## src/core/gpc_pkg.sv

```systemverilog
/*
  constants shared by the counter 1 output block and its frequency divider:
  register offsets, field positions, reset values and timebase cycle counts.
  assumes a 10 MHz system clock and a 32-bit APB register bus.
*/
// Function
// output shows terminal count, pulse or toggle
// software polarity applies to both output modes
// counter output tri-stated until software enables it
// external direction: low counts down, high up
// software direction when external input disabled
// selectable source edge; gate, output follow it
// internal timebase gate unsynchronised, one period uncertain
// 4-bit divider divides by 1 to 16
// divider input is 10 MHz or 100 kHz
// divider polarity selectable, tri-stated at power-up
// source from 20 MHz, 100 kHz or external; the 20 MHz choice counts once per 10 MHz clock here
// gate starts, stops, flags and saves count
// pulse mode asserts one source period
// output changes only at active source edge
package gpc_pkg;

  // register byte offsets
  localparam logic [7:0] OFS_CTRL   = 8'h00;
  localparam logic [7:0] OFS_LOAD   = 8'h04;
  localparam logic [7:0] OFS_COUNT  = 8'h08;
  localparam logic [7:0] OFS_SAVE   = 8'h0C;
  localparam logic [7:0] OFS_FREQ   = 8'h10;
  localparam logic [7:0] OFS_STATUS = 8'h14;

  // control register fields
  localparam int CTRL_RUN     = 0;
  localparam int CTRL_OUTEN   = 1;
  localparam int CTRL_TOGGLE  = 2;
  localparam int CTRL_POL     = 3;
  localparam int CTRL_DIREXT  = 4;
  localparam int CTRL_DIRUP   = 5;
  localparam int CTRL_FALL    = 6;
  localparam int CTRL_SRC_LO  = 8;
  localparam int CTRL_GATE_LO = 10;
  localparam logic [11:0] CTRL_RST = 12'h010;

  // frequency register fields
  localparam int FREQ_DIV_LO = 0;
  localparam int FREQ_TB     = 4;
  localparam int FREQ_POL    = 5;
  localparam int FREQ_OUTEN  = 6;
  localparam logic [6:0] FREQ_RST = 7'h00;

  // status register fields
  localparam int STAT_TC   = 0;
  localparam int STAT_GATE = 1;
  localparam int STAT_DIO  = 2;
  localparam int STAT_GATEIN = 3;

  // source selections
  localparam logic [1:0] SRC_TB20M = 2'h0;
  localparam logic [1:0] SRC_TB100K = 2'h1;
  localparam logic [1:0] SRC_EXT = 2'h2;

  // gate modes
  localparam logic [1:0] GATE_NONE = 2'h0;
  localparam logic [1:0] GATE_LEVEL = 2'h1;
  localparam logic [1:0] GATE_START = 2'h2;
  localparam logic [1:0] GATE_SAVE = 2'h3;

  // timebases
  localparam int CLK_PERIOD_NS = 100;
  localparam int TB100K_PERIOD_NS = 10000;
  localparam int TB100K_CYCLES = TB100K_PERIOD_NS / CLK_PERIOD_NS;

  localparam int DIV_BITS = 4;

endpackage

```

## src/core/freq_cfg_if.sv

```systemverilog
/*
  carrier between the counter block and its frequency divider: divider
  settings one way, the registered output pin and enable the other.
  assumes both ends run on the same clock.
*/
`timescale 1ns/1ns
`default_nettype none
interface freq_cfg_if;
  logic [3:0] divCode;
  logic       tbSlow;
  logic       pol;
  logic       outEn;
  logic       tick100k;
  logic       pinOut;
  logic       pinOe;

  modport ctl (output divCode, output tbSlow, output pol, output outEn,
               output tick100k, input pinOut, input pinOe);
  modport div (input divCode, input tbSlow, input pol, input outEn,
               input tick100k, output pinOut, output pinOe);
endinterface
`default_nettype wire

```

## src/core/freq_divider.sv

```systemverilog
/*
  programmable frequency generator: a 4-bit counter dividing the chosen
  timebase enable by code+1 (1..16), with output polarity and enable.
  assumes the 10 MHz timebase is the clock itself and 100 kHz arrives as a
  one-cycle enable through the interface.
*/
`timescale 1ns/1ns
`default_nettype none
module freq_divider
  import gpc_pkg::*;
(
  // clock and reset
  input wire logic clk,
  input wire logic rstSync_n,
  // settings and pin
  freq_cfg_if.div  cfg
);

  logic [DIV_BITS-1:0] cnt_r;
  logic                phase_r;
  logic                tbTick;
  logic [DIV_BITS-1:0] half;

  assign tbTick = cfg.tbSlow ? cfg.tick100k : 1'b1;
  assign half   = DIV_BITS'((5'(cfg.divCode) + 5'h01) >> 1);

  // counter wraps at the code so the period is code+1 input ticks
  always_ff @(posedge clk or negedge rstSync_n) begin
    if (!rstSync_n) begin
      cnt_r <= '0;
    end else if (tbTick) begin
      cnt_r <= (cnt_r >= cfg.divCode) ? '0 : cnt_r + 4'h1;
    end
  end

  // divide by one can only be a pulse per input tick at this clock rate
  always_ff @(posedge clk or negedge rstSync_n) begin
    if (!rstSync_n) begin
      phase_r <= 1'b0;
    end else if (cfg.divCode == 4'h0) begin
      phase_r <= tbTick;
    end else if (tbTick) begin
      phase_r <= (cnt_r < half);
    end
  end

  // pin stays released until software enables it
  always_ff @(posedge clk or negedge rstSync_n) begin
    if (!rstSync_n) begin
      cfg.pinOut <= 1'b0;
      cfg.pinOe  <= 1'b0;
    end else begin
      cfg.pinOut <= phase_r ^ cfg.pol;
      cfg.pinOe  <= cfg.outEn;
    end
  end

endmodule
`default_nettype wire

```

## src/core/gp_counter_output_freq_divider.sv

```systemverilog
/*
  general-purpose counter 1 with its output pin, direction input, gate and
  source selection, plus the frequency generator, behind an APB slave.
  assumes pins arrive asynchronously to the 10 MHz clock and that the
  pin pads combine data and enable outside this block.
*/
// Added by the designer: the APB interface to the registers and the placing of the registers.
`timescale 1ns/1ns
`default_nettype none
module gp_counter_output_freq_divider
  import gpc_pkg::*;
#(
  parameter int CW = 24
) (
  // clock and reset
  input  wire logic        clk,
  input  wire logic        rst_n,
  // apb slave
  input  wire logic        psel,
  input  wire logic        penable,
  input  wire logic        pwrite,
  input  wire logic [7:0]  paddr,
  input  wire logic [31:0] pwdata,
  output var  logic [31:0] prdata,
  output var  logic        pready,
  output var  logic        pslverr,
  // field pins
  input  wire logic        counter1_clock_source,
  input  wire logic        counter1_gate_input,
  input  wire logic        digital_line_seven,
  output var  logic        counter1_result_output,
  output var  logic        counter1_result_oe,
  output var  logic        divided_clock_output,
  output var  logic        divided_clock_oe
);

  // reset release through two flops
  logic rstMeta_r;
  logic rstSync_n;
  always_ff @(posedge clk or negedge rst_n) begin
    if (!rst_n) begin
      rstMeta_r <= 1'b0;
      rstSync_n <= 1'b0;
    end else begin
      rstMeta_r <= 1'b1;
      rstSync_n <= rstMeta_r;
    end
  end

  // register decode, shared by read and write paths
  function automatic logic [2:0] regIndex(input logic [7:0] a);
    case (a)
      OFS_CTRL:   regIndex = 3'h1;
      OFS_LOAD:   regIndex = 3'h2;
      OFS_COUNT:  regIndex = 3'h3;
      OFS_SAVE:   regIndex = 3'h4;
      OFS_FREQ:   regIndex = 3'h5;
      OFS_STATUS: regIndex = 3'h6;
      default:    regIndex = 3'h0;
    endcase
  endfunction

  logic [11:0]   ctrl_r;
  logic [CW-1:0] load_r;
  logic [CW-1:0] count_r;
  logic [CW-1:0] save_r;
  logic [6:0]    freq_r;
  logic          tcFlag_r;
  logic          gateFlag_r;
  logic          wrStb;
  logic [2:0]    wrIdx;

  assign wrStb = psel & penable & pwrite & pready;
  assign wrIdx = regIndex(paddr);

  // pin synchronisers: first stage feeds only the second
  logic [2:0] srcSy_r;
  logic [1:0] gateSy_r;
  logic [1:0] dirSy_r;
  always_ff @(posedge clk or negedge rstSync_n) begin
    if (!rstSync_n) begin
      srcSy_r  <= 3'h0;
      gateSy_r <= 2'h0;
      dirSy_r  <= 2'h0;
    end else begin
      srcSy_r  <= {srcSy_r[1:0], counter1_clock_source};
      gateSy_r <= {gateSy_r[0], counter1_gate_input};
      dirSy_r  <= {dirSy_r[0], digital_line_seven};
    end
  end

  // 100 kHz timebase enable shared with the divider
  localparam int PW = $clog2(TB100K_CYCLES);
  logic [PW-1:0] preCnt_r;
  logic          tick100k_r;
  always_ff @(posedge clk or negedge rstSync_n) begin
    if (!rstSync_n) begin
      preCnt_r   <= '0;
      tick100k_r <= 1'b0;
    end else begin
      tick100k_r <= (preCnt_r == PW'(TB100K_CYCLES - 1));
      preCnt_r   <= (preCnt_r == PW'(TB100K_CYCLES - 1)) ?
                    '0 : preCnt_r + PW'(1);
    end
  end

  // active source edge; the fast timebase is capped at one per clock
  logic [1:0] srcSel;
  logic       extRise;
  logic       extFall;
  logic       srcTick;
  assign srcSel  = ctrl_r[CTRL_SRC_LO +: 2];
  assign extRise = srcSy_r[1] & ~srcSy_r[2];
  assign extFall = ~srcSy_r[1] & srcSy_r[2];
  always_comb begin
    case (srcSel)
      SRC_TB20M:  srcTick = 1'b1;
      SRC_TB100K: srcTick = tick100k_r;
      SRC_EXT:    srcTick = ctrl_r[CTRL_FALL] ? extFall : extRise;
      default:    srcTick = 1'b0;
    endcase
  end

  // gate sampled only at the active source edge; against an internal
  // timebase it is free-running, so a late change lands one edge later
  logic gateSmp_r;
  logic gateRise;
  assign gateRise = srcTick & gateSy_r[1] & ~gateSmp_r;
  always_ff @(posedge clk or negedge rstSync_n) begin
    if (!rstSync_n) begin
      gateSmp_r <= 1'b0;
    end else if (srcTick) begin
      gateSmp_r <= gateSy_r[1];
    end
  end

  // gate modes: level enable, start on edge, or save on edge
  logic [1:0] gateMode;
  logic       started_r;
  logic       countEn;
  assign gateMode = ctrl_r[CTRL_GATE_LO +: 2];
  always_ff @(posedge clk or negedge rstSync_n) begin
    if (!rstSync_n) begin
      started_r <= 1'b0;
    end else if (!ctrl_r[CTRL_RUN]) begin
      started_r <= 1'b0;
    end else if (gateRise) begin
      started_r <= 1'b1;
    end
  end
  always_comb begin
    case (gateMode)
      GATE_LEVEL: countEn = gateSy_r[1];
      GATE_START: countEn = started_r | gateRise;
      default:    countEn = 1'b1;
    endcase
  end

  // direction from the pin or from software
  logic countUp;
  assign countUp = ctrl_r[CTRL_DIREXT] ? dirSy_r[1]
                                       : ctrl_r[CTRL_DIRUP];

  // terminal count at the end of the range in the counting direction
  logic step;
  logic tcHit;
  assign step  = srcTick & ctrl_r[CTRL_RUN] & countEn;
  assign tcHit = step & (countUp ? (count_r == {CW{1'b1}})
                                 : (count_r == '0));

  // counter: a load write wins over a source edge in the same cycle
  always_ff @(posedge clk or negedge rstSync_n) begin
    if (!rstSync_n) begin
      count_r <= '0;
    end else if (wrStb && wrIdx == 3'h2) begin
      count_r <= pwdata[CW-1:0];
    end else if (tcHit) begin
      count_r <= load_r;
    end else if (step) begin
      count_r <= countUp ? count_r + CW'(1) : count_r - CW'(1);
    end
  end

  // saved count on a gate edge
  always_ff @(posedge clk or negedge rstSync_n) begin
    if (!rstSync_n) begin
      save_r <= '0;
    end else if (gateRise && gateMode != GATE_NONE) begin
      save_r <= count_r;
    end
  end

  // output state moves only on active source edges
  logic pulse_r;
  logic tog_r;
  always_ff @(posedge clk or negedge rstSync_n) begin
    if (!rstSync_n) begin
      pulse_r <= 1'b0;
      tog_r   <= 1'b0;
    end else if (srcTick) begin
      pulse_r <= tcHit;
      if (tcHit) begin
        tog_r <= ~tog_r;
      end
    end
  end

  // pin driver; released until software enables it
  always_ff @(posedge clk or negedge rstSync_n) begin
    if (!rstSync_n) begin
      counter1_result_output <= 1'b0;
      counter1_result_oe     <= 1'b0;
    end else begin
      counter1_result_output <= ctrl_r[CTRL_POL] ^
          (ctrl_r[CTRL_TOGGLE] ? tog_r : pulse_r);
      counter1_result_oe     <= ctrl_r[CTRL_OUTEN];
    end
  end

  // control, load and divider settings
  always_ff @(posedge clk or negedge rstSync_n) begin
    if (!rstSync_n) begin
      ctrl_r <= CTRL_RST;
      load_r <= '0;
      freq_r <= FREQ_RST;
    end else if (wrStb) begin
      case (wrIdx)
        3'h1:    ctrl_r <= pwdata[11:0];
        3'h2:    load_r <= pwdata[CW-1:0];
        3'h5:    freq_r <= pwdata[6:0];
        default: ;
      endcase
    end
  end

  // sticky flags, write one to clear; a new event beats the clear
  logic clrTc;
  logic clrGate;
  assign clrTc   = wrStb & (wrIdx == 3'h6) & pwdata[STAT_TC];
  assign clrGate = wrStb & (wrIdx == 3'h6) & pwdata[STAT_GATE];
  always_ff @(posedge clk or negedge rstSync_n) begin
    if (!rstSync_n) begin
      tcFlag_r   <= 1'b0;
      gateFlag_r <= 1'b0;
    end else begin
      tcFlag_r   <= tcHit | (tcFlag_r & ~clrTc);
      gateFlag_r <= gateRise | (gateFlag_r & ~clrGate);
    end
  end

  // read mux; the shared digital line reads here when freed
  logic [31:0] rdMux;
  always_comb begin
    rdMux = 32'h0000_0000;
    case (regIndex(paddr))
      3'h1:    rdMux[11:0]   = ctrl_r;
      3'h2:    rdMux[CW-1:0] = load_r;
      3'h3:    rdMux[CW-1:0] = count_r;
      3'h4:    rdMux[CW-1:0] = save_r;
      3'h5:    rdMux[6:0]    = freq_r;
      3'h6: begin
        rdMux[STAT_TC]     = tcFlag_r;
        rdMux[STAT_GATE]   = gateFlag_r;
        rdMux[STAT_DIO]    = dirSy_r[1];
        rdMux[STAT_GATEIN] = gateSy_r[1];
      end
      default: rdMux = 32'h0000_0000;
    endcase
  end

  // apb answer: data captured in setup, ready for exactly one access cycle
  always_ff @(posedge clk or negedge rstSync_n) begin
    if (!rstSync_n) begin
      prdata  <= 32'h0000_0000;
      pready  <= 1'b0;
      pslverr <= 1'b0;
    end else begin
      pready  <= psel & ~penable;
      pslverr <= psel & ~penable & (regIndex(paddr) == 3'h0);
      if (psel && !penable) begin
        prdata <= pwrite ? 32'h0000_0000 : rdMux;
      end
    end
  end

  // frequency generator
  freq_cfg_if fcfg ();
  assign fcfg.divCode  = freq_r[FREQ_DIV_LO +: DIV_BITS];
  assign fcfg.tbSlow   = freq_r[FREQ_TB];
  assign fcfg.pol      = freq_r[FREQ_POL];
  assign fcfg.outEn    = freq_r[FREQ_OUTEN];
  assign fcfg.tick100k = tick100k_r;
  assign divided_clock_output = fcfg.pinOut;
  assign divided_clock_oe     = fcfg.pinOe;

  freq_divider u_div (
    .clk       (clk),
    .rstSync_n (rstSync_n),
    .cfg       (fcfg.div)
  );

endmodule
`default_nettype wire

```

## config.mk

```make
export PLATFORM = sky130hd
export DESIGN_NAME = gp_counter_output_freq_divider
export DESIGN_NICKNAME = d
export VERILOG_FILES = /design/src/core/gpc_pkg.sv /design/src/core/freq_cfg_if.sv /design/src/core/freq_divider.sv /design/src/core/gp_counter_output_freq_divider.sv
export SDC_FILE = /design/constraint.sdc
export NUM_CORES = 1
export LEC_CHECK = 0
export ABC_AREA = 1
export BUFFER_PORTS_ARGS = -buffer_cell sky130_fd_sc_hd__clkbuf_2
export CORE_UTILIZATION = 30
export DETAILED_ROUTE_END_ITERATION = 7
export SYNTH_ARGS = -nofsm -noshare
export SYNTH_HDL_FRONTEND = slang
export SYNTH_SLANG_ARGS = --single-unit
```

## constraint.sdc

```tcl
create_clock -name clk -period 7.1 [get_ports clk]
set_clock_uncertainty 0.2 [all_clocks]
set_input_delay 0.355 -clock clk [delete_from_list [all_inputs] [get_ports clk]]
set_output_delay 0.355 -clock clk [all_outputs]
set_load 0.01 [all_outputs]
```

==> results of run 1 <==
power breakdown:
part | leakage (nW) | internal [mW] | total, mW | switching [mW]
combinational | 2.96 | 0.0797 | 0.229 | 0.149
sequential | 1.81 | 0.872 | 0.895 | 0.0227
clock | 0.295 | 0.566 | 0.930 | 0.364
total | 5.07 | 1.52 | 2.05 | 0.536
Yosys cell counts (all sizes together):
library cell	count
and2	3
dfrtp	148
ha	36
xnor2	8
nor2	147
and3	1
nor3	15
o22ai	17
a221oi	2
or2	1
fa	1
nand3	50
nor4	1
inv	167
a21oi	39
nand4	47
o31ai	1
o2bb2ai	1
o21bai	1
mux2	3
nand2	337
a21boi	2
a211oi	8
dfstp	1
conb	2
o21ai	117
o211ai	3
xor2	11
buf	36
clkbuf	10
a31oi	2
state kept, by name (all words and copies together), names as in the netlist, 4 cells and up:
| signal | flops |
|---|---|
| count_r | 24 |
| ctrl_r | 12 |
| u_div.cnt_r | 4 |
| prdata | 24 |
| preCnt_r | 7 |
| save_r | 24 |
| load_r | 24 |
| freq_r | 7 |
worst paths after layout:
| check | from | to | depth (start not counted) |
|---|---|---|---|
| worst min register to register | gateSy_r[0] | gateSy_r[1] | 0 |
| worst max register to register | pready | count_r[3] | 8 |
| max in group asynchronous | rstSync_n | save_r[16] | 2 |
| worst min-delay path | pwdata[5] | freq_r[5] | 3 |
| worst max-delay path | penable | count_r[3] | 10 |
| min in group asynchronous | rst_n | rstSync_n | 2 |
layer usage:
layer / global-route usage / vias up / wire length (µm)
li1: - / 4050 / -
met1: 0.234 / 3683 / 11900
met2: 0.251 / 179 / 10700
met3: 0.0219 / 17 / 971
met4: 0.0526 / 0 / 298
met5: 0 / - / 0
area by class of cell:
| cell class | count | area, µm² | area share |
|---|---|---|---|
| Timing Repair Buffer | 89 | 533 | 0.0518 |
| Sequential cell | 149 | 3730 | 0.363 |
| Clock inverter | 10 | 119 | 0.0116 |
| Tap cell | 384 | 480 | 0.0467 |
| Clock buffer | 22 | 494 | 0.0481 |
| Inverter | 167 | 627 | 0.0610 |
| Multi-Input combinational cell | 863 | 4290 | 0.418 |
metrics by stage:
| step | util | area, µm² |
|---|---|---|
| floorplan | - | 8910 |
| global placement | 0.329 | 9520 |
| detailed placement | 0.329 | 9520 |
| CTS | 0.355 | 10300 |
| global route | 0.355 | 10300 |
| finish | 0.355 | 10300 |
cells by family (layout without fill, tap and decap cells):
family          after synthesis  in the layout  share of synthesized area
simple gates                602            602                      0.285
buf+inv                     213            288                      0.100
compound gates              193            193                      0.119
flops                       149            149                      0.420
fa+ha+maj                    37             37                     0.0529
xor+xnor                     19             19                     0.0187
mux                           3              3                    0.00380
other cells                   2              9                   0.000845
critical path, delay by kind of cell:
kind / cells / cell delay [ns]
buf+inv: 5 / 1.87
compound gates: 1 / 0.08
simple gates: 4 / 1.28
what timing repair did:
action	CTS	global route
hold endpoints to repair	15	0
hold buffers	15	0
gates resized for setup	0	0
cell usage in the layout (no fill, tap or decap), types with 2 or more instances in the layout:
cell,n
sky130_fd_sc_hd__nor2_2,3
sky130_fd_sc_hd__nand4_1,46
sky130_fd_sc_hd__dlygate4sd3_1,15
sky130_fd_sc_hd__mux2_2,3
sky130_fd_sc_hd__nand3_1,49
sky130_fd_sc_hd__ha_1,36
sky130_fd_sc_hd__o22ai_1,17
sky130_fd_sc_hd__a221oi_1,2
sky130_fd_sc_hd__a21boi_0,2
sky130_fd_sc_hd__a211oi_1,8
sky130_fd_sc_hd__inv_1,161
sky130_fd_sc_hd__nand2_1,332
sky130_fd_sc_hd__a21oi_1,39
sky130_fd_sc_hd__nor2_1,143
sky130_fd_sc_hd__and2_1,3
sky130_fd_sc_hd__o21ai_1,9
sky130_fd_sc_hd__clkinv_2,2
sky130_fd_sc_hd__inv_6,2
sky130_fd_sc_hd__dfrtp_1,147
sky130_fd_sc_hd__nor3_1,13
sky130_fd_sc_hd__bufinv_16,2
sky130_fd_sc_hd__clkinvlp_4,3
sky130_fd_sc_hd__a31oi_1,2
sky130_fd_sc_hd__clkbuf_8,5
sky130_fd_sc_hd__inv_2,6
sky130_fd_sc_hd__nand2_2,5
sky130_fd_sc_hd__o21ai_0,106
sky130_fd_sc_hd__conb_1,9
sky130_fd_sc_hd__clkbuf_16,17
sky130_fd_sc_hd__clkbuf_2,69
sky130_fd_sc_hd__xnor2_1,8
sky130_fd_sc_hd__o211ai_1,3
sky130_fd_sc_hd__xor2_1,11
sky130_fd_sc_hd__buf_4,5
==> flow_metrics.py, run 1 <==
metrics = {
    "routing": {
        "drc": 0,
        "first_pass_iters": 5,
        "ant_nets": 0,
        "detail_route.wirelength_mm": 23.9,
        "detailedRoute.firstIterationViolations": 586,
        "drt-vias-per-instance": 4.71,
        "wl_per_cell_um": 14.2,
        "dr_total_vias": 7929,
    },
    "timing": {
        "finalHoldViolCount": 0,
        "accumulated_negative_setup_slack_ns": 0,
        "setup_violations": 0,
        "final_period_minus_worst_setup_slack_ns": 3.51,
        "final_min_period_over_clock_period": 0.494,
        "worst_hold_slack_ns": 0.0182,
        "finalMaxSlewViolations": 0,
        "worstMarginPinSlew_ns": 0.779,
        "achievable-frequency_mhz": 285,
        "final_setup_slack_of_the_worst_path_ns": 3.59,
        "timing.max_slew.rel_slack": 0.479,
        "rsz0062_at_grt": "no",
    },
    "worst_setup_path": {
        "worst_path_max_delay_cell": "sky130_fd_sc_hd__nand2_2",
        "endpoint_kind": "flip-flop",
        "start_kind": "input port",
        "critPathMaxStageDelay_ns": 0.63,
        "crit_type": "input port to flip-flop",
        "rrSetupSlack_ns": 3.80,
        "critical_path.max_fanout": 77,
        "crit_arrival_ns": 3.62,
        "worst-endpoint-required_ns": 7.21,
        "worstPathCellList": "dlygate4sd3_1 > clkbuf_2 > nand4_1 > nor2_4 > buf_4 > inv_2 > nand2_2 > inv_1 > nor2_1 > a21oi_1",
    },
    "global_route": {
        "number_of_antenna_violations_at_the_first_check_in_global_routing": 0,
        "first_global_vias": 7609,
        "grt_pass1_wl_mm": 39.7,
        "globalRoute.totalOverflow": 0,
        "grt_max_degree": 78,
        "grt_use_total": 0.162,
    },
    "die": {
        "start_util": 0.307,
        "floorplan.io_pins": 86,
        "die_area_um2": 30300,
        "placementRows": 62,
        "die-width_um": 174,
        "chipHeight_um": 174,
        "core_region_area_um2": 28900,
    },
    "clock_tree": {
        "cts-root-buf": "sky130_fd_sc_hd__clkbuf_16",
        "clock-sinks": 149,
        "clk_transition_reported_paths_ns": 0.06,
        "postCtsSetupBuffers": 0,
        "cts_tree": "built",
        "cts-htree-levels": 4,
        "clkLatencyLatePin_ns": 0.43,
        "number_of_buffers_added_by_the_clock_tree_synthesis_step": 17,
        "clock_path_buffers": 2,
    },
    "synthesis": {
        "synth.yosys.warnings": 0,
        "syn_area_per_cell_um2": 7.30,
        "post-synth-top-area-fraction": 0.417,
        "synth_area_leaders": "sky130_fd_sc_hd__dfrtp_1, sky130_fd_sc_hd__nand2_1, sky130_fd_sc_hd__inv_1, sky130_fd_sc_hd__nor2_1, sky130_fd_sc_hd__o21ai_0",
        "yosys.cell_types.count": 44,
        "syn_inst": 1218,
        "synth_seq_area_share": 0.420,
        "synth_area_leader_cell": "sky130_fd_sc_hd__dfrtp_1",
        "postSynthRegisterBits": 149,
        "syn-cell-area_um2": 8890,
    },
    "pwr": {
        "max-vdd-ir-drop_uv": 190,
        "power_per_cell_area_nw_per_um2": 200,
        "totalPowerFinal_mw": 2.05,
        "leakagePower_nw": 5.07,
    },
    "finish": {
        "fillers": 3030,
        "antenna-diode-count": 0,
        "final_cells": 1684,
        "final_layout_size_suffix_gt1_frac": 0.102,
        "num-nets-final": 1372,
        "layout-area-overhead-vs-synth_pct": 15.7,
    },
    "placement": {
        "place_hpwl_mm": 17.6,
        "dp_slack_ns": 3.23,
        "gp_congestion": 0.912,
        "port_buffers": 69,
        "numPlacedInstances": 1637,
    },
    "job": {
        "drv.max_cap_violation_count": 0,
    },
    "min_path": {
        "worst_hold_path_type": "input port to flip-flop",
    },
    "run_status": {
        "run_status": "finished clean",
    },
}
Note: power is estimated with default switching activity, not from simulation.
==> inputs of run 2 (changes only) <==
Clock period 7.1 ns to 3.22 ns, I/O delays scaled along.
==> flow_metrics.py, run 2 (synthesis gave the netlist of run 1 again) <==
metrics = {
    "finish": {
        "layout-area-overhead-vs-synth_pct": 18.2,
        "final_layout_size_suffix_gt1_frac": 0.106,
        "mostFrequentLayoutCells": "sky130_fd_sc_hd__nand2_1, sky130_fd_sc_hd__inv_1, sky130_fd_sc_hd__dfrtp_1",
        "num-nets-final": 1398,
        "final_cells": 1711,
        "leading_cell_type_in_the_layout_fill_and_taps_excluded": "sky130_fd_sc_hd__nand2_1",
    },
    "worst_setup_path": {
        "critical_path.max_fanout": 13,
        "rrSetupSlack_ns": 0.37,
        "crit_arrival_ns": 2.97,
        "crit_type": "flip-flop to flip-flop",
        "critPathMaxStageDelay_ns": 0.43,
        "worst_path_max_delay_cell": "sky130_fd_sc_hd__dfrtp_1",
        "worst-endpoint-required_ns": 3.34,
        "worstReg2RegStart": "ctrl_r[5]",
        "r2r_end": "count_r[23]",
        "start_kind": "flip-flop",
        "r2r.worst_path.cells": 15,
        "worstPathCellList": "o21ai_4 > buf_4 > ha_1 > nand2_1 > inv_1 > nor2_1 > o21ai_0 > a21oi_1 > nand3_1 > nand2_1 > nand2_1 > nand2_1 > nor2_1 > nor2_1 > nor2_1",
        "endpoint_kind": "flip-flop",
    },
    "timing": {
        "finalMaxSlewViolations": 0,
        "final_min_period_over_clock_period": 0.885,
        "final_period_minus_worst_setup_slack_ns": 2.85,
        "finalHoldViolCount": 0,
        "worstMarginPinSlew_ns": 0.797,
        "accumulated_negative_setup_slack_ns": 0,
        "achievable-frequency_mhz": 351,
        "setup_violations": 0,
        "timing.max_slew.rel_slack": 0.469,
        "rsz0062_at_grt": "no",
    },
    "clock_tree": {
        "postCtsSetupBuffers": 0,
        "cts-htree-levels": 4,
        "clk_transition_reported_paths_ns": 0.07,
        "clock_path_buffers": 2,
        "cts-root-buf": "sky130_fd_sc_hd__clkbuf_16",
        "clock-sinks": 149,
        "number_of_buffers_added_by_the_clock_tree_synthesis_step": 17,
        "cts_tree": "built",
        "clkLatencyLatePin_ns": 0.43,
    },
    "routing": {
        "detail_route.wirelength_mm": 23.7,
        "first_pass_iters": 7,
        "topRoutingLayerUsed": "met4",
        "drt-vias-per-instance": 4.73,
        "dr_wl_met3_mm": 1.02,
        "drc": 0,
        "detailedRoute.firstIterationViolations": 564,
        "wl_per_cell_um": 13.9,
        "ant_nets": 0,
        "detailroute.wirelength.met2_mm": 10.6,
        "dr_total_vias": 8094,
        "wl_met1_mm": 11.7,
    },
    "pwr": {
        "part_of_the_power_in_combinational_logic": 0.122,
        "power.internal_mw": 3.14,
        "max-vdd-ir-drop_uv": 291,
        "totalPowerFinal_mw": 4.42,
        "clkPwrFrac": 0.435,
        "power.share.switching": 0.290,
        "pwr-share-seq": 0.443,
        "power_per_cell_area_nw_per_um2": 421,
        "switching_power_mw": 1.28,
        "leakagePower_nw": 5.18,
    },
    "global_route": {
        "first_global_vias": 7654,
        "grt_max_degree": 85,
        "globalRoute.totalOverflow": 0,
        "grt_use_total": 0.162,
        "grt_pass1_wl_mm": 39.4,
        "number_of_antenna_violations_at_the_first_check_in_global_routing": 1,
    },
    "die": {
        "die-width_um": 174,
        "start_util": 0.307,
        "chipHeight_um": 174,
        "core_region_area_um2": 28900,
        "floorplan.io_pins": 86,
        "die_area_um2": 30300,
        "placementRows": 62,
    },
    "min_path": {
        "holdPathStages": 4,
        "hold_path.startpoint": "psel",
        "worst_hold_path_type": "input port to flip-flop",
        "worstHoldEndpoint": "tcFlag_r",
    },
    "placement": {
        "gp_congestion": 0.872,
        "numPlacedInstances": 1645,
        "place_hpwl_mm": 18.0,
        "port_buffers": 69,
    },
    "job": {
        "drv.max_cap_violation_count": 0,
    },
    "run_status": {
        "run_status": "finished clean",
    },
}
-- run 2: layout make-up --
cell class / instances / area (µm²)
sequential: 149 / 3730
antenna: 1 / 2.50
inverter: 167 / 627
multi-input combinational: 863 / 4300
timing repair buffer: 115 / 798
fill: 3013 / 18400
tap: 384 / 480
clock buffer: 17 / 425
clock inverter: 15 / 135
-- run 2: per-layer routing --
layer | vias to the layer above | global-route usage
met4 | 0 | 0.0464
met1 | 3751 | 0.228
met3 | 29 | 0.0243
li1 | 4102 | -
met2 | 212 | 0.258
met5 | - | 0
-- run 2: power by group through the flow --
stage	registers [mW]	clock network, mW	logic (mW)
2_1_floorplan	2.01	0	0.345
5_1_grt	1.96	2.03	0.621
3_5_place_dp	2.00	0	0.506
4_1_cts	1.96	1.96	0.544
6_report	1.96	1.92	0.541
3_3_place_gp	2.00	0	0.501
-- run 2: repair_timing --
action	4_1_cts	5_1_grt
setup endpoints to repair	0	6
hold buffers	33	0
hold endpoints to repair	89	0
gates resized for setup	0	1
-- run 2: metrics by stage --
| step | hold WS, ns | setup WS [ns] | utilization | area (µm²) |
|---|---|---|---|---|
| 3_5_place_dp | -0.248 | 0.241 | 0.332 | 9600 |
| 5_1_grt | 0.121 | 0.109 | 0.363 | 10500 |
| 4_1_cts | 0.0764 | 0.196 | 0.363 | 10500 |
| 3_3_place_gp | -0.253 | 0.281 | 0.332 | 9600 |
| 2_1_floorplan | -0.335 | 0.517 | - | 8910 |
| 6_report | 0.108 | 0.371 | 0.363 | 10500 |
-- run 2: how the worst max path moves through the flow --
stage,startpoint,end,slack [ns],cells past startpoint
5_1_grt,ctrl_r[5],count_r[16],0.11,15
3_3_place_gp,ctrl_r[5],count_r[15],0.28,14
4_1_cts,ctrl_r[5],count_r[23],0.20,15
6_report,ctrl_r[5],count_r[23],0.37,15
2_1_floorplan,ctrl_r[5],count_r[16],0.52,14
3_5_place_dp,ctrl_r[5],count_r[16],0.24,15
-- run 2: worst max-delay path, delay by kind of cell (launching register included) --
family | cells | cell delay [ns]
adders and majority gates | 1 | 0.32
and+or+nand+nor | 9 | 0.70
AOI/OAI and AO/OA | 3 | 0.74
buffers and inverters | 2 | 0.33
DFF | 1 | 0.43
